[src/pkg/block_xfer_pkg.sv]
// Shared constants, types and helper functions of the block transfer sequencer.
package block_xfer_pkg;
	typedef logic [31:0] word_t;
	typedef logic [3:0] reg_idx_t;
	typedef logic [15:0] reg_list_t;
	typedef logic [4:0] cycle_t;
	typedef logic [1:0] rsp_t;
	typedef logic [15:0][31:0] reg_bank_t;

	localparam reg_idx_t PROGRAM_COUNTER_IDX = 4'hF;
	localparam int LAST_REG = 15;
	localparam word_t WORD_STEP = 32'h0000_0004;
	localparam word_t PAIR_STEP = 32'h0000_0008;
	localparam word_t NO_STEP = 32'h0000_0000;
	localparam word_t PC_STORE_OFFSET = 32'h0000_0008;
	localparam word_t PC_ALIGN_MASK = 32'hFFFF_FFFC;
	localparam cycle_t MIN_CYCLES = 5'h02;
	localparam cycle_t CYCLE_ONE = 5'h01;
	localparam cycle_t PC_EXTRA_DOUBLE = 5'h04;
	localparam cycle_t PC_EXTRA_SINGLE = 5'h05;
	localparam rsp_t RSP_NONE = 2'h0;
	localparam rsp_t RSP_ONE = 2'h1;
	localparam rsp_t RSP_TWO = 2'h2;

	typedef enum logic [1:0] {ST_IDLE = 2'b01, ST_RUN = 2'b10} seq_state_t;

	// Returns the hit flag and the index of the lowest set bit.
	function automatic logic [4:0] lowestSet(input reg_list_t m);
		logic [4:0] res;
		res = 5'h00;
		for (int i = LAST_REG; i >= 0; i--)
		begin
			if (m[i])
			begin
				res = {1'b1, 4'(i)};
			end
		end
		return res;
	endfunction

	function automatic reg_list_t regBit(input reg_idx_t idx);
		return reg_list_t'(16'h0001 << idx);
	endfunction
endpackage

[src/rtl/block_addr_calc.sv]
// Start address, final base and least cycle count of one block transfer.
module block_addr_calc
(
	// Decoded instruction
	input wire block_xfer_pkg::word_t baseValue,
	input wire block_xfer_pkg::cycle_t totalCount,
	input wire block_xfer_pkg::cycle_t ordinaryCount,
	input wire logic pcSelected,
	input wire logic preIndex,
	input wire logic up,
	input wire logic loadMultiple,
	input wire logic doubleBw,
	// Results
	output block_xfer_pkg::word_t startAddr,
	output block_xfer_pkg::word_t finalBase,
	output block_xfer_pkg::cycle_t targetCycles
);
	import block_xfer_pkg::*;

	word_t span;
	cycle_t halfUp;

	function automatic cycle_t atLeastTwo(input cycle_t c);
		return (c < MIN_CYCLES) ? MIN_CYCLES : c;
	endfunction

	always_comb
	begin
		span = word_t'({totalCount, 2'b00});
		// Steps are whole words, so the two low base bits pass unchanged.
		if (up)
		begin
			startAddr = preIndex ? baseValue + WORD_STEP : baseValue;
			finalBase = baseValue + span;
		end
		else
		begin
			startAddr = preIndex ? baseValue - span
				: baseValue - span + WORD_STEP;
			finalBase = baseValue - span;
		end
		halfUp = cycle_t'((ordinaryCount + CYCLE_ONE) >> 1);
		if (!loadMultiple)
		begin
			targetCycles = atLeastTwo(totalCount);
		end
		else if (doubleBw)
		begin
			targetCycles = halfUp + CYCLE_ONE
				+ (pcSelected ? PC_EXTRA_DOUBLE : '0);
		end
		else
		begin
			targetCycles = atLeastTwo(totalCount
				+ (pcSelected ? PC_EXTRA_SINGLE : '0));
		end
	end
endmodule

[src/rtl/block_transfer_sequencer.sv]
// Sequencer for multiple-register load and store instructions.
module block_transfer_sequencer
(
	// Clock and reset
	input wire logic clk,
	input wire logic rst_b,
	input wire logic clkEn,
	// Instruction
	input wire logic start,
	input wire logic condPass,
	input wire block_xfer_pkg::reg_list_t regList,
	input wire logic loadMultiple,
	input wire logic preIndex,
	input wire logic up,
	input wire logic writeBack,
	input wire logic userBank,
	input wire block_xfer_pkg::reg_idx_t baseRegisterIdx,
	input wire block_xfer_pkg::word_t baseRegisterValue,
	input wire block_xfer_pkg::word_t instrAddr,
	input wire logic doubleBw,
	// Instruction status
	output logic ready,
	output logic busy,
	output logic done,
	output logic aborted,
	// Register banks
	input wire block_xfer_pkg::reg_bank_t curRegs,
	input wire block_xfer_pkg::reg_bank_t userRegs,
	// Memory request
	output logic memReq,
	output logic memWrite,
	output logic memPair,
	output block_xfer_pkg::word_t memAddr,
	output block_xfer_pkg::word_t memWdata,
	// Memory answer
	input wire block_xfer_pkg::rsp_t readResponseControl,
	input wire block_xfer_pkg::word_t memRdata0,
	input wire block_xfer_pkg::word_t memRdata1,
	input wire logic memAbort,
	// Register writes
	output logic wr0En,
	output block_xfer_pkg::reg_idx_t wr0Idx,
	output block_xfer_pkg::word_t wr0Data,
	output logic wr1En,
	output block_xfer_pkg::reg_idx_t wr1Idx,
	output block_xfer_pkg::word_t wr1Data,
	output logic wrUser,
	output logic savedToCurrentStatus,
	output logic baseWrEn,
	output block_xfer_pkg::reg_idx_t baseWrIdx,
	output block_xfer_pkg::word_t baseWrData
);
	import block_xfer_pkg::*;

	typedef struct packed {
		seq_state_t state;
		logic ready;
		logic busy;
		logic done;
		logic aborted;
		logic memReq;
		logic memWrite;
		logic memPair;
		word_t memAddr;
		word_t memWdata;
		reg_idx_t curIdx0;
		reg_idx_t curIdx1;
		reg_list_t mask;
		logic loadMultiple;
		logic userBank;
		logic writeBack;
		logic doubleBw;
		logic statusCopyArm;
		word_t pcValue;
		word_t origBase;
		word_t finalBase;
		cycle_t elapsed;
		cycle_t target;
		logic wr0En;
		reg_idx_t wr0Idx;
		word_t wr0Data;
		logic wr1En;
		reg_idx_t wr1Idx;
		word_t wr1Data;
		logic wrUser;
		logic savedToCurrent;
		logic baseWrEn;
		reg_idx_t baseWrIdx;
		word_t baseWrData;
	} seq_regs_t;

	seq_regs_t r;
	seq_regs_t n;
	logic grant;
	logic takeTwo;
	reg_list_t leftMask;
	reg_list_t scanMask;
	reg_idx_t firstIdx;
	logic firstHit;
	reg_idx_t secondIdx;
	logic secondHit;
	cycle_t totalCount;
	cycle_t ordinaryCount;
	logic pcSelected;
	word_t startAddr;
	word_t finalBase;
	cycle_t targetCycles;
	word_t stepSize;
	word_t startPc;

	// The program counter always reads with its two low bits cleared.
	function automatic word_t pcClean(input word_t v);
		return v & PC_ALIGN_MASK;
	endfunction

	// Snapshots are taken before any base write, so a listed base reads
	// as its original value throughout the store.
	function automatic word_t storeWord(input reg_idx_t idx,
		input logic useUser, input word_t pcVal);
		if (idx == PROGRAM_COUNTER_IDX)
		begin
			return pcVal;
		end
		return useUser ? userRegs[idx] : curRegs[idx];
	endfunction

	// A short answer to a paired read takes one word and keeps the rest.
	assign grant = r.memReq && !memAbort && readResponseControl != RSP_NONE;
	assign takeTwo = grant && r.memPair && readResponseControl == RSP_TWO;
	assign leftMask = r.mask & ~(grant ? regBit(r.curIdx0) : '0)
		& ~(takeTwo ? regBit(r.curIdx1) : '0);
	assign scanMask = (r.state == ST_IDLE) ? regList : leftMask;
	assign stepSize = takeTwo ? PAIR_STEP : (grant ? WORD_STEP : NO_STEP);
	assign startPc = pcClean(instrAddr + PC_STORE_OFFSET);

	reg_list_scan scan
	(
		.regMask(scanMask),
		.firstIdx(firstIdx),
		.firstHit(firstHit),
		.secondIdx(secondIdx),
		.secondHit(secondHit),
		.totalCount(totalCount),
		.ordinaryCount(ordinaryCount),
		.pcSelected(pcSelected)
	);

	block_addr_calc calc
	(
		.baseValue(baseRegisterValue),
		.totalCount(totalCount),
		.ordinaryCount(ordinaryCount),
		.pcSelected(pcSelected),
		.preIndex(preIndex),
		.up(up),
		.loadMultiple(loadMultiple),
		.doubleBw(doubleBw),
		.startAddr(startAddr),
		.finalBase(finalBase),
		.targetCycles(targetCycles)
	);

	always_comb
	begin
		n = r;
		n.done = 1'b0;
		n.wr0En = 1'b0;
		n.wr1En = 1'b0;
		n.savedToCurrent = 1'b0;
		n.baseWrEn = 1'b0;
		case (r.state)
			ST_IDLE:
			begin
				if (start && !condPass)
				begin
					n.done = 1'b1;
					n.aborted = 1'b0;
				end
				else if (start)
				begin
					// An empty list would only pad cycles; it is never sent.
					n.state = ST_RUN;
					n.ready = 1'b0;
					n.busy = 1'b1;
					n.aborted = 1'b0;
					n.loadMultiple = loadMultiple;
					n.userBank = userBank;
					n.writeBack = writeBack;
					n.doubleBw = doubleBw;
					n.wrUser = userBank && loadMultiple && !pcSelected;
					n.statusCopyArm = userBank && loadMultiple;
					n.pcValue = startPc;
					n.origBase = baseRegisterValue;
					n.finalBase = finalBase;
					n.baseWrIdx = baseRegisterIdx;
					n.mask = regList;
					n.elapsed = CYCLE_ONE;
					n.target = targetCycles;
					n.memAddr = startAddr;
					n.memReq = firstHit;
					n.memWrite = !loadMultiple;
					n.memPair = loadMultiple && doubleBw && secondHit;
					n.curIdx0 = firstIdx;
					n.curIdx1 = secondIdx;
					n.memWdata = storeWord(firstIdx, userBank, startPc);
				end
			end
			ST_RUN:
			begin
				if (r.memReq && memAbort)
				begin
					// Remaining transfers are dropped and the base restored.
					n.state = ST_IDLE;
					n.memReq = 1'b0;
					n.memPair = 1'b0;
					n.busy = 1'b0;
					n.ready = 1'b1;
					n.done = 1'b1;
					n.aborted = 1'b1;
					n.baseWrEn = 1'b1;
					n.baseWrData = r.origBase;
				end
				else
				begin
					if (grant && r.loadMultiple)
					begin
						n.wr0En = 1'b1;
						n.wr0Idx = r.curIdx0;
						n.wr0Data = (r.curIdx0 == PROGRAM_COUNTER_IDX)
							? pcClean(memRdata0) : memRdata0;
						n.wr1En = takeTwo;
						n.wr1Idx = r.curIdx1;
						n.wr1Data = (r.curIdx1 == PROGRAM_COUNTER_IDX)
							? pcClean(memRdata1) : memRdata1;
						n.savedToCurrent = r.statusCopyArm
							&& (r.curIdx0 == PROGRAM_COUNTER_IDX
							|| (takeTwo && r.curIdx1 == PROGRAM_COUNTER_IDX));
					end
					n.mask = leftMask;
					n.memAddr = r.memAddr + stepSize;
					n.memReq = firstHit;
					n.memPair = r.loadMultiple && r.doubleBw && secondHit;
					n.curIdx0 = firstIdx;
					n.curIdx1 = secondIdx;
					n.memWdata = storeWord(firstIdx, r.userBank, r.pcValue);
					if (!firstHit && r.elapsed >= r.target)
					begin
						n.state = ST_IDLE;
						n.busy = 1'b0;
						n.ready = 1'b1;
						n.done = 1'b1;
						n.baseWrEn = r.writeBack;
						n.baseWrData = r.finalBase;
					end
					else if (r.elapsed < r.target)
					begin
						n.elapsed = r.elapsed + CYCLE_ONE;
					end
				end
			end
			default:
			begin
				n.state = ST_IDLE;
				n.busy = 1'b0;
				n.ready = 1'b1;
				n.memReq = 1'b0;
			end
		endcase
	end

	always_ff @(posedge clk or negedge rst_b)
	begin
		if (!rst_b)
		begin
			r <= '0;
			r.state <= ST_IDLE;
			r.ready <= 1'b1;
		end
		else if (clkEn)
		begin
			r <= n;
		end
	end

	// Busy cycles counted apart from the sequencer, for checking only.
	cycle_t busyLen;
	always_ff @(posedge clk or negedge rst_b)
	begin
		if (!rst_b)
		begin
			busyLen <= '0;
		end
		else if (clkEn)
		begin
			// Saturates so that a long wait can never wrap the count.
			if (!r.busy)
			begin
				busyLen <= '0;
			end
			else if (busyLen != '1)
			begin
				busyLen <= busyLen + CYCLE_ONE;
			end
		end
	end

	skip_no_xfer_a: assert property (@(posedge clk) disable iff (!rst_b)
		clkEn && r.ready && start && !condPass
		|=> done && !busy && !memReq && !baseWrEn)
		else $error("failed instruction made a transfer");
	pc_store_value_a: assert property (@(posedge clk) disable iff (!rst_b)
		clkEn && r.ready && start && condPass && !loadMultiple
		&& regList == 16'h8000
		|=> memReq && memWrite
		&& memWdata == (($past(instrAddr) + PC_STORE_OFFSET) & PC_ALIGN_MASK))
		else $error("stored program counter value wrong");
	ascend_order_a: assert property (@(posedge clk) disable iff (!rst_b)
		clkEn && memReq && $past(memReq) && $past(clkEn)
		&& wr0En |-> memAddr != $past(memAddr)
		&& (up_dir_ok(memAddr, $past(memAddr))))
		else $error("transfer order not ascending");
	low_bits_a: assert property (@(posedge clk) disable iff (!rst_b)
		clkEn && memReq && $past(memReq) |-> memAddr[1:0] == $past(memAddr[1:0]))
		else $error("low address bits changed");
	abort_restore_a: assert property (@(posedge clk) disable iff (!rst_b)
		clkEn && memReq && memAbort
		|=> baseWrEn && baseWrData == r.origBase && aborted && !memReq
		##1 !busy && !wr0En)
		else $error("abort did not restore the base");
	write_back_a: assert property (@(posedge clk) disable iff (!rst_b)
		done && !aborted && $past(busy) |-> baseWrEn == r.writeBack
		&& (!baseWrEn || baseWrData == r.finalBase))
		else $error("base write-back wrong");
	status_copy_a: assert property (@(posedge clk) disable iff (!rst_b)
		savedToCurrentStatus |-> (wr0En && wr0Idx == PROGRAM_COUNTER_IDX)
		|| (wr1En && wr1Idx == PROGRAM_COUNTER_IDX))
		else $error("status copy without program counter load");
	user_bank_a: assert property (@(posedge clk) disable iff (!rst_b)
		wr0En && wrUser |-> !savedToCurrentStatus)
		else $error("user bank load with status copy");
	pc_low_zero_a: assert property (@(posedge clk) disable iff (!rst_b)
		wr0En && wr0Idx == PROGRAM_COUNTER_IDX |-> wr0Data[1:0] == 2'h0)
		else $error("program counter low bits written");
	min_cycles_a: assert property (@(posedge clk) disable iff (!rst_b)
		clkEn && r.busy && n.done && !n.aborted
		|-> busyLen + CYCLE_ONE >= r.target && r.target >= MIN_CYCLES)
		else $error("instruction ended before its cycle count");
	pair_load_a: assert property (@(posedge clk) disable iff (!rst_b)
		memPair |-> !memWrite && r.doubleBw)
		else $error("paired request outside a load");

	// Addresses of successive requests differ by one or two words.
	function automatic logic up_dir_ok(input word_t a, input word_t b);
		return (a - b == WORD_STEP) || (a - b == PAIR_STEP);
	endfunction

	assign ready = r.ready;
	assign busy = r.busy;
	assign done = r.done;
	assign aborted = r.aborted;
	assign memReq = r.memReq;
	assign memWrite = r.memWrite;
	assign memPair = r.memPair;
	assign memAddr = r.memAddr;
	assign memWdata = r.memWdata;
	assign wr0En = r.wr0En;
	assign wr0Idx = r.wr0Idx;
	assign wr0Data = r.wr0Data;
	assign wr1En = r.wr1En;
	assign wr1Idx = r.wr1Idx;
	assign wr1Data = r.wr1Data;
	assign wrUser = r.wrUser;
	assign savedToCurrentStatus = r.savedToCurrent;
	assign baseWrEn = r.baseWrEn;
	assign baseWrIdx = r.baseWrIdx;
	assign baseWrData = r.baseWrData;
endmodule

[src/rtl/reg_list_scan.sv]
// Finds the two lowest selected registers of a list and counts the list.
module reg_list_scan
(
	// List to scan
	input wire block_xfer_pkg::reg_list_t regMask,
	// Two lowest selected registers
	output block_xfer_pkg::reg_idx_t firstIdx,
	output logic firstHit,
	output block_xfer_pkg::reg_idx_t secondIdx,
	output logic secondHit,
	// Counts
	output block_xfer_pkg::cycle_t totalCount,
	output block_xfer_pkg::cycle_t ordinaryCount,
	output logic pcSelected
);
	import block_xfer_pkg::*;

	logic [4:0] lo1;
	logic [4:0] lo2;

	always_comb
	begin
		lo1 = lowestSet(regMask);
		lo2 = lowestSet(regMask & ~regBit(lo1[3:0]));
		firstIdx = lo1[3:0];
		firstHit = lo1[4];
		secondIdx = lo2[3:0];
		secondHit = lo2[4];
		totalCount = '0;
		for (int i = 0; i <= LAST_REG; i++)
		begin
			totalCount = totalCount + cycle_t'(regMask[i]);
		end
		pcSelected = regMask[PROGRAM_COUNTER_IDX];
		ordinaryCount = totalCount - cycle_t'(pcSelected);
	end
endmodule

[config.mk]
export PLATFORM = sky130hd
export DESIGN_NAME = block_transfer_sequencer
export DESIGN_NICKNAME = d
export VERILOG_FILES = /design/src/pkg/block_xfer_pkg.sv /design/src/rtl/block_addr_calc.sv /design/src/rtl/block_transfer_sequencer.sv /design/src/rtl/reg_list_scan.sv
export SDC_FILE = /design/constraint.sdc
export NUM_CORES = 1
export LEC_CHECK = 0
export BUFFER_PORTS_ARGS = -buffer_cell sky130_fd_sc_hd__buf_2
export CORE_AREA = 3 3 533 535
export DETAILED_ROUTE_END_ITERATION = 6
export DIE_AREA = 0 0 536 538
export PLACE_DENSITY = 0.34
export SLEW_MARGIN = 20
export SYNTH_ARGS = -nofsm -noshare
export SYNTH_HDL_FRONTEND = slang
export SYNTH_SLANG_ARGS = --single-unit
[constraint.sdc]
create_clock -name clk -period 11.3 [get_ports clk]
set_clock_uncertainty 0.05 [all_clocks]
set_input_delay 0.565 -clock clk [delete_from_list [all_inputs] [get_ports clk]]
set_output_delay 0.565 -clock clk [all_outputs]
set_load 0.03 [all_outputs]
==> out/qor.yml <==
global_routing:
  grtUsageTotal: 0.193
  grt_max_degree: 116
  grt_first_pass_wirelength_um: 373000
  grt_pass1_vias: 37286
  grt.overflow.total: 0
  antenna_found_initial: 229
pwr:
  power.leakage_uw: 0.0187
  p_per_area_nw_per_um2: 511
  ir_drop_mv: 1.04
  design_power_total_uw: 21800
critical_path:
  end_kind: "flip-flop"
  crit_path_start_kind: "flip-flop"
  r2r_slack_ns: 2.04
  rr_startpoint: "memReq"
  worstSetupPathType: "flip-flop to flip-flop"
  reg2regPathDepth: 28
  critPathSlowestCell: "o21ai_0"
  cp_data_required_time_ns: 11.77
  cp.arrival_ns: 9.73
  cpMostUsedCell: "fa_1"
  cp_max_fo: 10
  cp_slowest_stage_delay_ns: 0.62
  r2r-end: "memAddr[31]"
sta:
  drv_slew: 0
  timing.fmax_mhz: 108
  fin_crit_sh: 0.820
  finalHoldViolations: 0
  finalSetupViolCount: 0
  fin_tns_setup_ns: 0
  worstMarginPinSlew_ns: 1.21
  rsz0062_at_grt: "no"
  fin_crit_ns: 9.26
  whs_ns: 0.0685
  slew_headroom: 0.171
synthesis:
  synth_warnings: 0
  synth_ff_type: "dfrtp_1"
  synth_edf_count: 0
  syn-num-nets: 5423
  netlist_area_um2: 30600
  ys_ff_latch: 315
  synth_cells: 4188
  yosysUniqueCellTypes: 91
  async_flop_share: 1.00
  syn_area_per_cell_um2: 7.31
  synth-seq-area-share: 0.257
final_layout:
  layout_common_cells: "1,366 x buf_2, 972 x nand2_1, 314 x dfrtp_1"
  layout-drive-gt1-share: 0.326
  areaGrowthSynthToFinish_pct: 39.5
  final_nets: 6443
  multiInputGateArea_um2: 20000
  register_area_um2: 7880
  nFillCells: 32449
  instances_no_fill: 9110
  utilization: 0.153
  layout_commonest_cell: "buf_2"
clock_tree:
  ctsLongestPathBuffers: 3
  cts.repair.resized: 0
  clock_latency_ns: 0.66
  cts.sinks: 315
  clk_pin_slew_ns: 0.07
  cts-root-buf: "clkbuf_16"
  cts_made_buffers: 46
  h-tree-depth: 2
  tritoncts: "built"
hold_path:
  holdPathEnd: "wr1Data[13]"
  holdPathStages: 3
  hold_path.class: "input port to flip-flop"
  min-delay-start: "memRdata1[13]"
floorplanning:
  die_h_um: 538
  core_area_um2: 279000
  die_area_um2: 288000
  io_pins: 1370
  num_rows: 194
  start_util: 0.110
  die_w_um: 536
placed_design:
  place_congestion: 0.935
  hpwl_um: 246000
  port_buffers: 1367
  place_inst: 8866
drt:
  drc: 0
  routed_wl_um: 295000
  dr.pass1.iters: 5
  via_per_inst: 4.26
  drt.antenna.violating_nets: 0
  first_iter_violations: 3287
  via_count: 38812
  wl_per_cell_um: 32.4
job:
  maxCapViolations: 0
outcome:
  run_status: "finished, final reports clean"
==> where the power goes <==
group	switching [µW]	leakage (µW)	internal (µW)
Sequential	343	0.00403	1580
Clock	688	0.000789	957
Combinational	11900	0.0139	6360
==> timing repair <==
| item | CTS | global route |
|---|---|---|
| hold endpoints to repair | 107 | 0 |
| hold buffers | 18 | 0 |
| buffers inserted | 0 | 0 |
==> routing by layer <==
layer  wire length, µm  up-vias  part of all wire  track usage
li1                  -    17215                 -            -
met1            118000    19099              0.40        0.233
met2            142000     1961              0.48        0.329
met3             24600      449             0.083       0.0557
met4             10700       88             0.036       0.0599
met5               558        -            0.0019            0
==> stage by stage <==
stage                     area [µm²]  setup WS [ns]
after global routing           42600           1.31
final                          42700           2.04
after global placement         40500           1.87
after floorplan                30600           2.35
after detailed placement       40600           1.79
after CTS                      42400           2.00
==> cells in the mapped netlist (68+ instances only) <==
cell type / instances / share of area
xnor2_1: 75 / 0.021
and3_1: 68 / 0.014
mux2_2: 94 / 0.035
o21ai_0: 257 / 0.042
nand3_1: 275 / 0.045
mux2i_1: 143 / 0.047
dfrtp_1: 314 / 0.26
inv_1: 104 / 0.013
nand2_1: 975 / 0.12
buf_2: 73 / 0.012
clkbuf_1: 214 / 0.026
a211oi_1: 133 / 0.033
buf_4: 185 / 0.045
a21oi_1: 152 / 0.025
nor2_1: 205 / 0.025
==> layout make-up <==
class,count,share of cell area
Antenna cell,142,0.00831
Clock buffer,59,0.0295
Clock inverter,25,0.00881
Inverter,107,0.00943
Multi-Input combinational cell,3259,0.467
Sequential cell,315,0.184
Tap cell,3724,0.109
Timing Repair Buffer,1479,0.183
==> state kept, by name (all words and copies together), names as in the netlist <==
| register | cells |
|---|---|
| done | 1 |
| memPair | 1 |
| wr1Data | 32 |
| memReq | 1 |
| aborted | 1 |
| wr1Idx | 4 |
| baseWrEn | 1 |
| memWdata | 32 |
| wr1En | 1 |
| memAddr | 32 |
| baseWrData | 32 |
| savedToCurrentStatus | 1 |
| wr0En | 1 |
| memWrite | 1 |
| wr0Data | 32 |
| wr0Idx | 4 |
| baseWrIdx | 4 |
| wrUser | 1 |
| r | 133 |
==> how the worst max path moves through the flow <==
stage	start	end	cells after the start
after floorplan	r[320]	memAddr[25]	32
after global placement	readResponseControl[0]	memAddr[18]	29
after detailed placement	readResponseControl[0]	memAddr[18]	29
after CTS	memReq	memAddr[18]	28
after global routing	memReq	memAddr[31]	28
final	memReq	memAddr[31]	28
==> kinds of logic (layout without fill, tap and decap cells) <==
| family | count (synthesis) | count (layout) | share of synthesized area |
|---|---|---|---|
| multiplexers | 238 | 238 | 0.0820 |
| flip-flops | 315 | 315 | 0.257 |
| adder cells (fa/ha/maj) | 49 | 49 | 0.0232 |
| AO/OA/AOI/OAI | 1095 | 1095 | 0.249 |
| other | 0 | 142 | 0 |
| AND/OR/NAND/NOR | 1747 | 1747 | 0.250 |
| buffers and inverters | 614 | 1670 | 0.101 |
| XOR/XNOR | 130 | 130 | 0.0372 |
==> critical path: cells and delay by family (launching register included) <==
family,cells,cell delay (ns)
buffers and inverters,5,0.55
AOI/OAI and AO/OA,4,1.36
adders and majority gates,8,3.38
DFF,1,0.53
and+or+nand+nor,8,2.49
xor gates and xnor gates,2,0.44
muxes,1,0.33
No activity file was read; power rests on OpenSTA's default activity.
